===== config.mk =====
export PLATFORM = sky130hd
export DESIGN_NAME = rtcz_top
export DESIGN_NICKNAME = d
export VERILOG_FILES = /design/src/rtcz_pkg.sv /design/src/rtcz_tick.sv /design/src/rtcz_timecount.sv /design/src/rtcz_top.sv
export VERILOG_INCLUDE_DIRS = /design/src
export SDC_FILE = /design/constraint.sdc
export NUM_CORES = 1
export LEC_CHECK = 0
export ABC_AREA = 1
export BUFFER_PORTS_ARGS = -buffer_cell sky130_fd_sc_hd__clkbuf_2
export CAP_MARGIN = 20
export CORE_MARGIN = 4
export CORE_UTILIZATION = 35
export CTS_BUF_LIST = sky130_fd_sc_hd__clkbuf_2
export DETAILED_ROUTE_END_ITERATION = 6
export PLACE_DENSITY_LB_ADDON = 0.05
export SETUP_SLACK_MARGIN = 0.5
export SLEW_MARGIN = 0
export SYNTH_ARGS = -nofsm -noshare
export SYNTH_HDL_FRONTEND = slang
export SYNTH_SLANG_ARGS = --single-unit

===== constraint.sdc =====
create_clock -name CORE_CLK -period 3.2 [get_ports CORE_CLK]
set_clock_uncertainty 0.1 [all_clocks]
set_input_delay 0.64 -clock CORE_CLK [delete_from_list [all_inputs] [get_ports CORE_CLK]]
set_output_delay 0.64 -clock CORE_CLK [all_outputs]
set_load 0.02 [all_outputs]

===== src/rtcz_params.svh =====
// Register indices, field positions, reset values and timing counts of the RTC control block
`ifndef RTCZ_PARAMS_SVH
`define RTCZ_PARAMS_SVH
// ==========================================
// Register indices (byte address is four times the index)
`define RTCZ_CTL0_IDX 20'hFFF9D
`define RTCZ_CTL1_IDX 20'hFFF9E
`define RTCZ_STAT_IDX 20'hFFF9F
`define RTCZ_MASK_IDX 20'hFFFA0
`define RTCZ_TIME_IDX 20'hFFFA1
`define RTCZ_DATE_IDX 20'hFFFA2
// ==========================================
// Field positions
`define RTCZ_HOLD_BIT 0
`define RTCZ_ALT_BIT 1
`define RTCZ_EVT_BIT 0
`define RTCZ_REQ_BIT 1
`define RTCZ_SEC_LSB 0
`define RTCZ_MIN_LSB 8
`define RTCZ_HOUR_LSB 16
`define RTCZ_DAY_LSB 0
`define RTCZ_MON_LSB 8
// ==========================================
// Reset values
`define RTCZ_CTL0_RST 8'h00
`define RTCZ_CTL1_RST 2'h0
`define RTCZ_MASK_RST 2'h0
`define RTCZ_DAY_RST 5'h01
`define RTCZ_MON_RST 4'h1
// ==========================================
// Periodic selector codes
`define RTCZ_SEL_OFF 3'h0
`define RTCZ_SEL_HALF 3'h1
`define RTCZ_SEL_SEC 3'h2
`define RTCZ_SEL_MIN 3'h3
`define RTCZ_SEL_HOUR 3'h4
`define RTCZ_SEL_DAY 3'h5
// ==========================================
// Timing
`define RTCZ_CLK_HZ 40000000
`define RTCZ_FINE_HZ 32768
`define RTCZ_HALF_SEC_MS 500
`define RTCZ_HALF_CNT (`RTCZ_FINE_HZ * `RTCZ_HALF_SEC_MS / 1000)
`endif


===== src/rtcz_pkg.sv =====
// Types and hour conversion helpers of the RTC control block
package rtcz_pkg;
   // ==========================================
   // Control register 0 layout
   typedef struct packed {
      logic run;
      logic unused;
      logic one_hz_en;
      logic fine_en;
      logic fmt24;
      logic [2:0] sel;
   } rtcz_ctl0_t;

   // Time of day, hour always kept in 24-hour form
   typedef struct packed {
      logic [5:0] sec;
      logic [5:0] min;
      logic [4:0] hour;
      logic [4:0] day;
      logic [3:0] month;
   } rtcz_time_t;

   typedef enum logic {APB_IDLE, APB_ANSWER} rtcz_apb_state_t;

   // Hour as software sees it: 24-hour plain, or pm flag in bit 5 with 1..12
   function automatic logic [5:0] rtcz_hour_show(input logic [4:0] h, input logic fmt24);
      logic [4:0] h12;
      h12 = (h >= 5'h0C) ? h - 5'h0C : h;
      if (fmt24) begin
         rtcz_hour_show = {1'b0, h};
      end else begin
         rtcz_hour_show = {(h >= 5'h0C), (h12 == 5'h00) ? 5'h0C : h12};
      end
   endfunction : rtcz_hour_show

   // Inverse of the above, for software writes of the hour
   function automatic logic [4:0] rtcz_hour_load(input logic [5:0] v, input logic fmt24);
      logic [4:0] base;
      base = (v[4:0] == 5'h0C) ? 5'h00 : v[4:0];
      if (fmt24) begin
         rtcz_hour_load = v[4:0];
      end else begin
         rtcz_hour_load = v[5] ? base + 5'h0C : base;
      end
   endfunction : rtcz_hour_load
endpackage : rtcz_pkg


===== src/rtcz_tick.sv =====
// Fine clock and half-second tick generator
`timescale 1ns/1ps
`include "rtcz_params.svh"
module rtcz_tick #(
   parameter int CLK_HZ = `RTCZ_CLK_HZ,
   parameter int FINE_HZ = `RTCZ_FINE_HZ,
   parameter int HALF_CNT = `RTCZ_HALF_CNT
) (
   input wire logic clk,
   input wire logic rst_n,
   input wire logic run,
   output logic fine_lvl,
   output logic one_hz_lvl,
   output logic half_tick,
   output logic sec_tick
);
   localparam logic [26:0] STEP = 27'(2 * FINE_HZ);
   localparam logic [26:0] WRAP = 27'(CLK_HZ);
   localparam logic [13:0] LAST = 14'(HALF_CNT - 1);
   logic [26:0] acc_reg, acc_next, acc_sum;
   logic [13:0] cnt_reg, cnt_next;
   logic fine_next, hz_next, half_next, sec_next, fine_rise;

   // Phase accumulator: two toggles per fine period, jitter of one core cycle
   always_comb begin
      acc_sum = acc_reg + STEP;
      acc_next = acc_sum;
      fine_next = fine_lvl;
      fine_rise = 1'b0;
      if (acc_sum >= WRAP) begin
         acc_next = acc_sum - WRAP;
         fine_next = ~fine_lvl;
         fine_rise = ~fine_lvl;
      end
      cnt_next = cnt_reg;
      hz_next = one_hz_lvl;
      half_next = 1'b0;
      sec_next = 1'b0;
      // Stopped counter holds its prescaler at zero so a restart begins a full second
      if (!run) begin
         cnt_next = 14'h0000;
         hz_next = 1'b0;
      end else if (fine_rise) begin
         cnt_next = (cnt_reg == LAST) ? 14'h0000 : cnt_reg + 14'h0001;
         if (cnt_reg == LAST) begin
            half_next = 1'b1;
            hz_next = ~one_hz_lvl;
            sec_next = one_hz_lvl;
         end
      end
   end

   // State registers
   always_ff @(posedge clk or negedge rst_n) begin
      if (!rst_n) begin
         acc_reg <= 27'h0000000;
         cnt_reg <= 14'h0000;
         fine_lvl <= 1'b0;
         one_hz_lvl <= 1'b0;
         half_tick <= 1'b0;
         sec_tick <= 1'b0;
      end else begin
         acc_reg <= acc_next;
         cnt_reg <= cnt_next;
         fine_lvl <= fine_next;
         one_hz_lvl <= hz_next;
         half_tick <= half_next;
         sec_tick <= sec_next;
      end
   end
endmodule : rtcz_tick


===== src/rtcz_timecount.sv =====
// Time-of-day and calendar counter with rollover events
`timescale 1ns/1ps
`include "rtcz_params.svh"
module rtcz_timecount
   import rtcz_pkg::*;
(
   input wire logic clk,
   input wire logic rst_n,
   input wire logic adv,
   input wire logic load,
   input rtcz_time_t load_val,
   output rtcz_time_t now,
   output logic min_ev,
   output logic hour_ev,
   output logic day_ev,
   output logic month_ev
);
   rtcz_time_t now_next;
   logic min_n, hour_n, day_n, mon_n;

   // Month lengths, no leap year
   function automatic logic [4:0] days_in(input logic [3:0] m);
      case (m)
         4'h2: days_in = 5'h1C;
         4'h4, 4'h6, 4'h9, 4'hB: days_in = 5'h1E;
         default: days_in = 5'h1F;
      endcase
   endfunction : days_in

   // Carry chain; a load wins over an advance in the same cycle
   always_comb begin
      now_next = now;
      min_n = 1'b0;
      hour_n = 1'b0;
      day_n = 1'b0;
      mon_n = 1'b0;
      if (load) begin
         now_next = load_val;
      end else if (adv) begin
         now_next.sec = now.sec + 6'h01;
         if (now.sec >= 6'h3B) begin
            now_next.sec = 6'h00;
            min_n = 1'b1;
            now_next.min = now.min + 6'h01;
            if (now.min >= 6'h3B) begin
               now_next.min = 6'h00;
               hour_n = 1'b1;
               now_next.hour = now.hour + 5'h01;
               if (now.hour >= 5'h17) begin
                  now_next.hour = 5'h00;
                  day_n = 1'b1;
                  now_next.day = now.day + 5'h01;
                  if (now.day >= days_in(now.month)) begin
                     now_next.day = 5'h01;
                     mon_n = 1'b1;
                     now_next.month = (now.month >= 4'hC) ? 4'h1 : now.month + 4'h1;
                  end
               end
            end
         end
      end
   end

   // Registers
   always_ff @(posedge clk or negedge rst_n) begin
      if (!rst_n) begin
         now <= '{sec: 6'h00, min: 6'h00, hour: 5'h00, day: `RTCZ_DAY_RST,
                  month: `RTCZ_MON_RST};
         min_ev <= 1'b0;
         hour_ev <= 1'b0;
         day_ev <= 1'b0;
         month_ev <= 1'b0;
      end else begin
         now <= now_next;
         min_ev <= min_n;
         hour_ev <= hour_n;
         day_ev <= day_n;
         month_ev <= mon_n;
      end
   end
endmodule : rtcz_timecount


===== src/rtcz_top.sv =====
// RTC control block: APB registers, output pins and periodic interrupt
`timescale 1ns/1ps
`include "rtcz_params.svh"

// ==========================================
// Top level
module rtcz_top
   import rtcz_pkg::*;
#(
   parameter int CLK_HZ = `RTCZ_CLK_HZ,
   parameter int HALF_CNT = `RTCZ_HALF_CNT
) (
   // Clock and reset
   input wire logic CORE_CLK,
   input wire logic RESETN,
   // APB slave
   input wire logic PSEL,
   input wire logic PENABLE,
   input wire logic PWRITE,
   input wire logic [21:0] PADDR,
   input wire logic [31:0] PWDATA,
   input wire logic [3:0] PSTRB,
   output logic [31:0] PRDATA,
   output logic PREADY,
   output logic PSLVERR,
   // Interrupt
   output logic PERIODIC_TICK_IRQ,
   // Clock output pins
   output logic ONE_HZ_PIN,
   output logic ONE_HZ_PIN_OE,
   output logic FINE_CLOCK_PIN,
   output logic FINE_CLOCK_PIN_OE,
   output logic ALT_CLOCK_OUT_EN
);

   // ==========================================
   // Address decode
   typedef enum logic [2:0] {
      SEL_NONE, SEL_CTL0, SEL_CTL1, SEL_STAT, SEL_MASK, SEL_TIME, SEL_DATE
   } rtcz_rsel_t;

   // Byte address of a register index
   function automatic logic [21:0] addr_of(input logic [19:0] idx);
      addr_of = {idx, 2'b00};
   endfunction : addr_of

   // Misaligned or unknown addresses fall to SEL_NONE and get an error
   function automatic rtcz_rsel_t decode(input logic [21:0] a);
      if (a == addr_of(`RTCZ_CTL0_IDX)) begin
         decode = SEL_CTL0;
      end else if (a == addr_of(`RTCZ_CTL1_IDX)) begin
         decode = SEL_CTL1;
      end else if (a == addr_of(`RTCZ_STAT_IDX)) begin
         decode = SEL_STAT;
      end else if (a == addr_of(`RTCZ_MASK_IDX)) begin
         decode = SEL_MASK;
      end else if (a == addr_of(`RTCZ_TIME_IDX)) begin
         decode = SEL_TIME;
      end else if (a == addr_of(`RTCZ_DATE_IDX)) begin
         decode = SEL_DATE;
      end else begin
         decode = SEL_NONE;
      end
   endfunction : decode

   // Byte lanes of a write merged into the old word
   function automatic logic [31:0] merge(input logic [31:0] old, input logic [31:0] wd,
                                         input logic [3:0] strb);
      logic [31:0] m;
      m = {{8{strb[3]}}, {8{strb[2]}}, {8{strb[1]}}, {8{strb[0]}}};
      merge = (old & ~m) | (wd & m);
   endfunction : merge

   // ==========================================
   // Declarations
   rtcz_ctl0_t ctl0_reg, ctl0_next;
   logic [1:0] ctl1_reg, ctl1_next;
   logic [1:0] stat_reg, stat_next;
   logic [1:0] mask_reg, mask_next;
   logic pend_reg, pend_next;
   rtcz_apb_state_t apb_reg, apb_next;
   logic [31:0] prdata_next, rd_word, wr_word;
   logic pready_next, pslverr_next;
   logic irq_next, hz_pin_next, fine_pin_next;
   rtcz_rsel_t rsel;
   logic wr_fire, hold, adv, event_hit, tc_load;
   rtcz_time_t now, load_val;
   logic fine_lvl, one_hz_lvl, half_tick, sec_tick;
   logic min_ev, hour_ev, day_ev, month_ev;

   assign hold = ctl1_reg[`RTCZ_HOLD_BIT];
   assign rsel = decode(PADDR);
   // Write lands only on the access edge with PREADY high
   assign wr_fire = (apb_reg == APB_ANSWER) && PSEL && PENABLE && PWRITE && PREADY;

   // ==========================================
   // Prescaler and calendar
   rtcz_tick #(
      .CLK_HZ(CLK_HZ),
      .FINE_HZ(`RTCZ_FINE_HZ),
      .HALF_CNT(HALF_CNT)
   ) u_tick (
      .clk(CORE_CLK),
      .rst_n(RESETN),
      .run(ctl0_reg.run),
      .fine_lvl(fine_lvl),
      .one_hz_lvl(one_hz_lvl),
      .half_tick(half_tick),
      .sec_tick(sec_tick)
   );

   rtcz_timecount u_count (
      .clk(CORE_CLK),
      .rst_n(RESETN),
      .adv(adv),
      .load(tc_load),
      .load_val(load_val),
      .now(now),
      .min_ev(min_ev),
      .hour_ev(hour_ev),
      .day_ev(day_ev),
      .month_ev(month_ev)
   );

   // One second arriving during hold is kept and applied at release; further seconds in the same hold are lost
   // Limitation: a tick landing exactly on the release cycle merges with the pending one
   assign adv = ctl0_reg.run && !hold && (sec_tick || pend_reg);

   // ==========================================
   // Read mux
   always_comb begin
      rd_word = 32'h00000000;
      case (rsel)
         // Bit 6 is forced to zero on read
         SEL_CTL0: rd_word[7:0] = {ctl0_reg.run, 1'b0, ctl0_reg[5:0]};
         SEL_CTL1: rd_word[1:0] = ctl1_reg;
         SEL_STAT: rd_word[1:0] = stat_reg;
         SEL_MASK: rd_word[1:0] = mask_reg;
         SEL_TIME: begin
            rd_word[`RTCZ_SEC_LSB +: 6] = now.sec;
            rd_word[`RTCZ_MIN_LSB +: 6] = now.min;
            // Hour shown in the format chosen now, so a format change converts it
            rd_word[`RTCZ_HOUR_LSB +: 6] = rtcz_hour_show(now.hour, ctl0_reg.fmt24);
         end
         SEL_DATE: begin
            rd_word[`RTCZ_DAY_LSB +: 5] = now.day;
            rd_word[`RTCZ_MON_LSB +: 4] = now.month;
         end
         default: rd_word = 32'h00000000;
      endcase
   end

   // ==========================================
   // Periodic event selection
   always_comb begin
      case (ctl0_reg.sel)
         `RTCZ_SEL_OFF: event_hit = 1'b0;
         `RTCZ_SEL_HALF: event_hit = half_tick && ctl0_reg.run;
         `RTCZ_SEL_SEC: event_hit = adv;
         `RTCZ_SEL_MIN: event_hit = min_ev;
         `RTCZ_SEL_HOUR: event_hit = hour_ev;
         `RTCZ_SEL_DAY: event_hit = day_ev;
         default: event_hit = month_ev;
      endcase
   end

   // ==========================================
   // Register writes, W1C status and calendar load
   always_comb begin
      ctl0_next = ctl0_reg;
      ctl1_next = ctl1_reg;
      mask_next = mask_reg;
      stat_next = stat_reg;
      tc_load = 1'b0;
      load_val = now;
      wr_word = merge(rd_word, PWDATA, PSTRB);
      pend_next = pend_reg;
      if (!hold || !ctl0_reg.run) begin
         pend_next = 1'b0;
      end else if (sec_tick) begin
         pend_next = 1'b1;
      end
      if (wr_fire) begin
         case (rsel)
            SEL_CTL0: begin
               ctl0_next = rtcz_ctl0_t'(wr_word[7:0]);
               ctl0_next.unused = 1'b0;
            end
            SEL_CTL1: ctl1_next = wr_word[1:0];
            SEL_MASK: mask_next = wr_word[1:0];
            SEL_STAT: stat_next = stat_reg & ~(PWDATA[1:0] & {2{PSTRB[0]}});
            SEL_TIME: begin
               tc_load = 1'b1;
               load_val.sec = wr_word[`RTCZ_SEC_LSB +: 6];
               load_val.min = wr_word[`RTCZ_MIN_LSB +: 6];
               load_val.hour = rtcz_hour_load(wr_word[`RTCZ_HOUR_LSB +: 6], ctl0_reg.fmt24);
            end
            SEL_DATE: begin
               tc_load = 1'b1;
               load_val.day = wr_word[`RTCZ_DAY_LSB +: 5];
               load_val.month = wr_word[`RTCZ_MON_LSB +: 4];
            end
            default: ;
         endcase
      end
      // A new event wins over a clear in the same cycle
      if (event_hit) begin
         stat_next = stat_next | 2'b11;
      end
   end

   // Register state
   always_ff @(posedge CORE_CLK or negedge RESETN) begin
      if (!RESETN) begin
         ctl0_reg <= rtcz_ctl0_t'(`RTCZ_CTL0_RST);
         ctl1_reg <= `RTCZ_CTL1_RST;
         mask_reg <= `RTCZ_MASK_RST;
         stat_reg <= 2'h0;
         pend_reg <= 1'b0;
      end else begin
         ctl0_reg <= ctl0_next;
         ctl1_reg <= ctl1_next;
         mask_reg <= mask_next;
         stat_reg <= stat_next;
         pend_reg <= pend_next;
      end
   end

   // ==========================================
   // APB answer: one fixed cycle of setup, ready on the first access cycle
   always_comb begin
      apb_next = apb_reg;
      prdata_next = PRDATA;
      pready_next = 1'b0;
      pslverr_next = PSLVERR;
      case (apb_reg)
         APB_IDLE: begin
            if (PSEL && !PENABLE) begin
               apb_next = APB_ANSWER;
               pready_next = 1'b1;
               prdata_next = PWRITE ? 32'h00000000 : rd_word;
               pslverr_next = (rsel == SEL_NONE);
            end
         end
         APB_ANSWER: begin
            // Data stays put after the transfer until the next setup
            if (PSEL && PENABLE) begin
               apb_next = APB_IDLE;
            end else begin
               pready_next = 1'b1;
            end
         end
         default: apb_next = APB_IDLE;
      endcase
   end

   // Bus state
   always_ff @(posedge CORE_CLK or negedge RESETN) begin
      if (!RESETN) begin
         apb_reg <= APB_IDLE;
         PRDATA <= 32'h00000000;
         PREADY <= 1'b0;
         PSLVERR <= 1'b0;
      end else begin
         apb_reg <= apb_next;
         PRDATA <= prdata_next;
         PREADY <= pready_next;
         PSLVERR <= pslverr_next;
      end
   end

   // ==========================================
   // Pins and interrupt, all registered so they never glitch from decode logic
   always_comb begin
      irq_next = |(stat_reg & mask_reg);
      hz_pin_next = ctl0_reg.one_hz_en && one_hz_lvl;
      fine_pin_next = ctl0_reg.fine_en && fine_lvl;
   end

   // Output flops
   always_ff @(posedge CORE_CLK or negedge RESETN) begin
      if (!RESETN) begin
         PERIODIC_TICK_IRQ <= 1'b0;
         ONE_HZ_PIN <= 1'b0;
         ONE_HZ_PIN_OE <= 1'b0;
         FINE_CLOCK_PIN <= 1'b0;
         FINE_CLOCK_PIN_OE <= 1'b0;
         ALT_CLOCK_OUT_EN <= 1'b0;
      end else begin
         PERIODIC_TICK_IRQ <= irq_next;
         ONE_HZ_PIN <= hz_pin_next;
         ONE_HZ_PIN_OE <= ctl0_reg.one_hz_en;
         FINE_CLOCK_PIN <= fine_pin_next;
         FINE_CLOCK_PIN_OE <= ctl0_reg.fine_en;
         ALT_CLOCK_OUT_EN <= ctl1_reg[`RTCZ_ALT_BIT];
      end
   end
endmodule : rtcz_top


### Yosys cells after proc, flatten, opt, wreduce, memory -nomap -nowiden

Index checks and enable logic that the tools add are counted.

| operators by class | value |
|---|---|
| equality and inequality tests | 29 |
| reductions and logical operators | 41 |
| bitwise operators | 11 |
| magnitude comparators | 7 |
| multiplexer cells | 79 |
| add/subtract/negate cells | 10 |

Operator list:

| cell | number |
|---|---|
| equality test 22 bit, second input constant | 6 |
| two-way mux 26 bit | 4 |
| two-way mux 14 bit | 4 |
| two-way mux 5 bit | 10 |
| bitwise AND 22 bit | 2 |
| two-way mux 1 bit | 34 |
| adder 27 x 17 -> 27 bit, second input constant | 1 |
| >= comparator 27 x 26 -> 1 bit, second input constant | 1 |
| two-way mux 27 bit | 1 |
| subtractor 27 x 26 -> 27 bit, second input constant | 1 |
| two-way mux 22 bit | 1 |
| NOT 22 bit | 1 |
| bitwise OR 22 bit | 1 |
| two-way mux 20 bit | 1 |
| two-way mux 3 bit | 6 |
| two-way mux 9 bit | 2 |
| two-way mux 17 bit | 1 |
| nonzero test 2 bit | 8 |
| equality test 3 bit, second input constant | 5 |
| adder 14 x 1 -> 14 bit, second input constant | 1 |
| equality test 14 bit, second input constant | 1 |
| adder 6 x 1 -> 6 bit, second input constant | 2 |
| equality test 3 x 2 -> 1 bit, second input constant | 4 |
| >= comparator 6 bit, second input constant | 2 |
| other kinds (40) | 77 |

| word-level totals | value |
|---|---|
| input port bits | 63 |
| word-level logic and storage cells | 210 |
| register bits | 129 |

### Logic depth before layout (Yosys ltp)

| depth | value |
|---|---|
| word-level depth | 19 |
| depth in mapped cells | 21 |

### Modules after synthesis

A second synthesis with hierarchy kept.

| unflattened totals | value |
|---|---|
| cells, all modules | 1056 |
| area total of the unflattened synthesis | 7488.4 µm² |

By module, submodules not included:

| module | cells each | times used | area an instance (µm²) |
|---|---|---|---|
| rtcz_top | 457 | 1 | 3096.7 |
| rtcz_tick | 304 | 1 | 2302.2 |
| rtcz_timecount | 295 | 1 | 2089.5 |

### Least setup slack after synthesis

Ideal clock, no wire load.

| path | value |
|---|---|
| path type | input to register |
| from | input port PADDR[8] |
| to | register, netlist name u_count.now[12] |
| cell stages on the path | 21 |
| data arrival time | 2.400 ns |
| slack | 0.623 ns |
| path through | inv_1 > nand2_1 > nor2_1 > nand2_2 > nor2_2 > nand2_2 > buf_4 > nor2_1 > nand2_1 > nand2_1 > nand2_1 > nand2_1 > inv_1 > nand2_1 > nand2_1 > ha_1 > nor2_1 > nor2_1 > nand2_1 > nand2_1 > a21oi_1 |

| on the way | value |
|---|---|
| word-level cells in the longest chain between the ends | 19 |

Ends and longest elaborated chain:

| item | line | RTL |
|---|---|---|
| start: declaration | rtcz_top.sv:20 | `input wire logic [21:0] PADDR,` |
| equality test 22 bit | rtcz_top.sv:59 | `` end else if (a == addr_of(`RTCZ_DATE_IDX)) begin `` |
| two-way mux 3 bit | rtcz_top.sv:59 |  |
| two-way mux 3 bit | rtcz_top.sv:57 | `` end else if (a == addr_of(`RTCZ_TIME_IDX)) begin `` |
| two-way mux 3 bit | rtcz_top.sv:55 | `` end else if (a == addr_of(`RTCZ_MASK_IDX)) begin `` |
| two-way mux 3 bit | rtcz_top.sv:53 | `` end else if (a == addr_of(`RTCZ_STAT_IDX)) begin `` |
| two-way mux 3 bit | rtcz_top.sv:51 | `` end else if (a == addr_of(`RTCZ_CTL1_IDX)) begin `` |
| two-way mux 3 bit * | rtcz_top.sv:49 | `` if (a == addr_of(`RTCZ_CTL0_IDX)) begin `` |
| equality test 3 bit | rtcz_top.sv:133, rtcz_top.sv:184 |  |
| (+3 left out) | n/a |  |
| equality test 5 x 4 -> 1 bit | rtcz_pkg.sv:39 | `base = (v[4:0] == 5'h0C) ? 5'h00 : v[4:0];` |
| two-way mux 5 bit | rtcz_pkg.sv:39 |  |
| adder 5 x 4 -> 5 bit | rtcz_pkg.sv:43 | `rtcz_hour_load = v[5] ? base + 5'h0C : base;` |
| two-way mux 5 bit | rtcz_pkg.sv:43 |  |
| two-way mux 5 bit | rtcz_pkg.sv:40 | `if (fmt24) begin` |
| two-way mux 17 bit | rtcz_top.sv:184 | `case (rsel)` |
| two-way mux 26 bit | rtcz_top.sv:183 | `if (wr_fire) begin` |
| two-way mux 26 bit | rtcz_timecount.sv:37 | `if (load) begin` |

Mark *: on every way between the ends. The rest lies on a longest branch, timed or not. The select of a mux whose other input is x is not followed.
A chain may end at the register's enable or synchronous reset.

### Worst setup path in the final report

| path | value |
|---|---|
| from | register, netlist name u_count.now[0] |
| to | register, netlist name u_count.now[3] |

| on the way | value |
|---|---|
| word-level cells in the longest chain between the ends | 11 |

Ends and longest elaborated chain:

| item | line | RTL |
|---|---|---|
| equality test 4 x 3 -> 1 bit / equality test 4 bit (equally long branches) | rtcz_timecount.sv:23 | `case (m)` |
| OR reduction 4 bit | rtcz_timecount.sv:23 |  |
| case mux 2 bit (2 select lines) | rtcz_timecount.sv:23 |  |
| two-way mux 5 bit | rtcz_timecount.sv:49 | `if (now.hour >= 5'h17) begin` |
| two-way mux 5 bit | rtcz_timecount.sv:45 | `if (now.min >= 6'h3B) begin` |
| two-way mux 5 bit | rtcz_timecount.sv:41 | `if (now.sec >= 6'h3B) begin` |
| two-way mux 5 bit | rtcz_timecount.sv:39 | `end else if (adv) begin` |
| two-way mux 5 bit | rtcz_timecount.sv:37 |  |
| >= comparator 5 bit | rtcz_timecount.sv:53 | `if (now.day >= days_in(now.month)) begin` |
| nonzero test 2 bit (no line) | n/a |  |
| AND reduction 7 bit (no line) | n/a |  |

Several ways; a longest one is shown, not always the timed one. The select of a mux whose other input is x is not followed.

==> metrics.md <==
| Metric | Value |
|---|---|
| Yosys top cell by area | `dfrtp_1` |
| Worst Setup Slack, final | `0.659 ns` |
| Area growth, synth to finish | `14.8%` |
| CTS sink cnt | `107` |
| Max Slew Vio Count | `0` |
| Simple-gate share of the synthesized area | `0.274` |
| Switching pwr | `588 uW` |
| Hold Vio Cnt, Final | `0` |
| Slew of the pin with the lowest slew margin | `0.799 ns` |
| Global placer's final weighted congestion | `0.830` |
| Post-DP HPWL | `14.2 mm` |
| Cells after Synth | `902` |
| Max_slew headroom | `0.468` |
| Largest net degree at the start of global routing | `57` |
| YS warnings | `0` |
| Synth area leaders | `dfrtp_1 39%, nand2_1 11%, inv_1 6.9%` |
| Skew-Pair Late Insertion Delay | `0.63 ns` |
| Global-route wire length before repair | `30.4 mm` |
| Routed Wire Length | `18.5 mm` |
| Post-synth EDFFs | `0` |
| Seq/Total Area, Yosys | `0.396` |
| Seq cells post-synth | `107` |
| DP Worst Slack | `0.297 ns` |
| Crit end category | `register` |
| Share of the synthesized area in the top cell type | `0.388` |
| Async set-reset flop share out of synthesis | `1.00` |
| Unique masters post-synth | `52` |
| Clock power share | `0.306` |
| Number of global-route vias before repair | `5793` |
| Post-layout util | `0.411` |
| Full die area | `0.0216 sq mm` |
| Max reg flops | `26` |
| CP Capture Point | `u_count.now[3]` |
| Die height | `147 um` |
| Largest family of logic cells by synthesized area | `simple AND/OR/NAND/NOR gates` |
| Reg area | `0.00268 sq mm` |
| Mux share of post-synthesis cell area | `0.00166` |
| Count leader, synth | `nand2_1` |
| Port bufs | `75` |
| Area of the mapped netlist | `0.00677 sq mm` |
| CP Launch Type | `register` |
| Max Cap Viol | `0` |
| Multi-input gate area | `0.00355 sq mm` |
| GRT overflow | `0` |
| CTS root buffer | `clkbuf_2` |
| XOR/XNOR Fraction of Synth Area | `0.0477` |
| Compound-Gate Fraction of Synth Area | `0.138` |
| TritonCTS clock tree | `yes` |
| FF-to-FF End | `u_count.now[3]` |
| Routed vias/inst | `4.76` |
| Final nets | `1079` |
| Initial DRC count | `325` |
| VDD IR max | `147 uV` |
| Via Count | `6005` |
| FF-to-FF setup slack | `0.66 ns` |
| Top FF cell, synth | `dfrtp_1` |
| Reg power frac | `0.622` |
| Clock buffer depth | `2` |
| Worst R2R Path Depth | `12` |
| Fin crit share | `0.794` |
| Worst Hold Class | `primary input to register` |
| Chip width | `147 um` |
| Sw frac | `0.269` |
| RSZ-0062 raised after global routing | `true` |
| Worst r2r src | `u_count.now[0]` |
| Int Power | `1.60 mW` |
| Fmax | `0.394 GHz` |
| Worst EP required | `3.69 ns` |
| Synth Area in Adders | `0.0369` |
| TritonCTS buffer count | `9` |
| DR pass1 iterations | `5` |
| Comb pwr share | `0.071` |
| Hold Crit Start | `PSEL` |
| Worst EP arrival | `3.03 ns` |
| Syn_area_per_cell | `7.51 sq um` |
| Core Rows | `50` |
| Filler instances | `2052` |
| Kind of critical path | `register to register` |
| Ports | `103` |
| Initial antenna violation count | `1` |
| GR Util All Layers | `0.173` |
| # DRC | `0` |
| PD cells | `281 mW/mm^2` |
| Setup_tns | `0 ns` |
| Final setup fails | `0` |
| Status | `complete, no violations` |
| Post-route antenna net violation count | `0` |
| Layout cells sized above 1 | `0.190` |
| Htree depth | `3` |
| CP startpoint | `u_count.now[0]` |
| Synth cell count leaders | `198 x nand2_1, 124 x inv_1, 105 x dfrtp_1, 92 x nor2_1, 63 x o21ai_0` |
| Final min period | `2.54 ns` |
| Initial core utilization | `0.358` |
| Clock transition at path regs | `0.31 ns` |
| Worst-path maximum fanout | `6` |
| Core footprint | `0.0189 sq mm` |
| Avg WL per Cell | `14.6 um` |
| Cells on Worst Hold Path | `2` |
| Leakage | `3.86 nW` |
area by class of cell:
type	count	area share
sequential	107	0.345
tap	260	0.0419
clock buffer	12	0.00773
multi-input combinational	643	0.457
timing repair buffer	102	0.0771
clock inverter	4	0.00660
inverter	133	0.0646
antenna	1	0.000322
logic make-up after synthesis:
kind of cell,count (synthesis)
simple gates,416
buf+inv,164
compound gates,157
flops,107
xor+xnor,36
fa+ha+maj,20
other cells,1
mux,1
per-stage QoR:
step / hold WS [ns] / power, mW / instance area [sq um] / instances
after floorplan: 0.244 / 1.46 / 6820 / 914
after global placement: 0.343 / 1.54 / 7470 / 1238
after detailed placement: 0.329 / 1.54 / 7470 / 1238
after CTS: 0.0406 / 2.23 / 7640 / 1259
final: 0.134 / 2.18 / 7770 / 1262
after global routing: 0.0395 / 2.29 / 7770 / 1262
worst min-delay path by stage:
stage / end / slack [ns]
final: register / 0.13
after floorplan: ALT_CLOCK_OUT_EN / 0.24
after global placement: ALT_CLOCK_OUT_EN / 0.34
after global routing: PRDATA[20] / 0.04
after detailed placement: ALT_CLOCK_OUT_EN / 0.33
after CTS: PRDATA[20] / 0.04
what timing repair did:
action / 4_1_cts / 5_1_grt
endpoints found under the hold margin: 52 / 0
pin swaps: 1 / 11
setup buffers: 4 / 2
gates resized for setup: 4 / 32
setup endpoints to repair: 10 / 18
hold buffers: 1 / 0
layout by cell type, fill, tap and decap left out, types with 3 or more instances in the layout:
cell      netlist  routed
nand2_1       198     195
inv_1         124     121
dfrtp_1       105     104
nor2_1         92      89
clkbuf_2        0      86
o21ai_0        63      61
nand3_1        51      49
xor2_1         33      32
buf_4          17      25
nand4_1        20      20
a21oi_1        20      19
nor3_1         20      18
a31oi_1        17      17
ha_1           20      15
conb_1          1      13
o22ai_1        11      11
inv_2           8      10
o21ai_2         8      10
nor2_2          6       9
o21ai_1         9       9
nand2_2         5       7
a22oi_1         6       6
o211ai_1        6       6
nor3_2          3       5
nand3_2         3       4
or2_2           4       4
o31ai_1         4       4
nor4_1          4       4
nand3b_1        4       4
nand2_4         2       3
o221ai_1        3       3
ha_2            0       3
metal layers:
metal,up-vias,global-route usage,wire length [um]
li1,3113,-,-
met3,7,0.0376,893
met1,2767,0.257,9310
met4,0,0.0256,131
met5,-,0,0
met2,118,0.265,8120
worst max-delay path, cell delays in order (launching register included):
cell and delay (ns):
dfstp_2 0.64, buf_6 0.12, ha_1 0.14, nor2_1 0.04, o22ai_1 0.16, a21oi_1 0.11, ha_1 0.28, inv_1 0.04
a21boi_2 0.17, o2111ai_4 0.17, nor3_2 0.26, o21ai_0 0.13, a31oi_1 0.13
power by group through the flow:
stage | registers [mW] | logic [mW] | clock network [mW]
6_report | 1.36 | 0.156 | 0.669
5_1_grt | 1.36 | 0.178 | 0.756
4_1_cts | 1.36 | 0.158 | 0.716
3_5_place_dp | 1.38 | 0.156 | 0
3_3_place_gp | 1.38 | 0.157 | 0
2_1_floorplan | 1.38 | 0.0773 | 0
No activity file was read; power rests on OpenSTA's default activity.
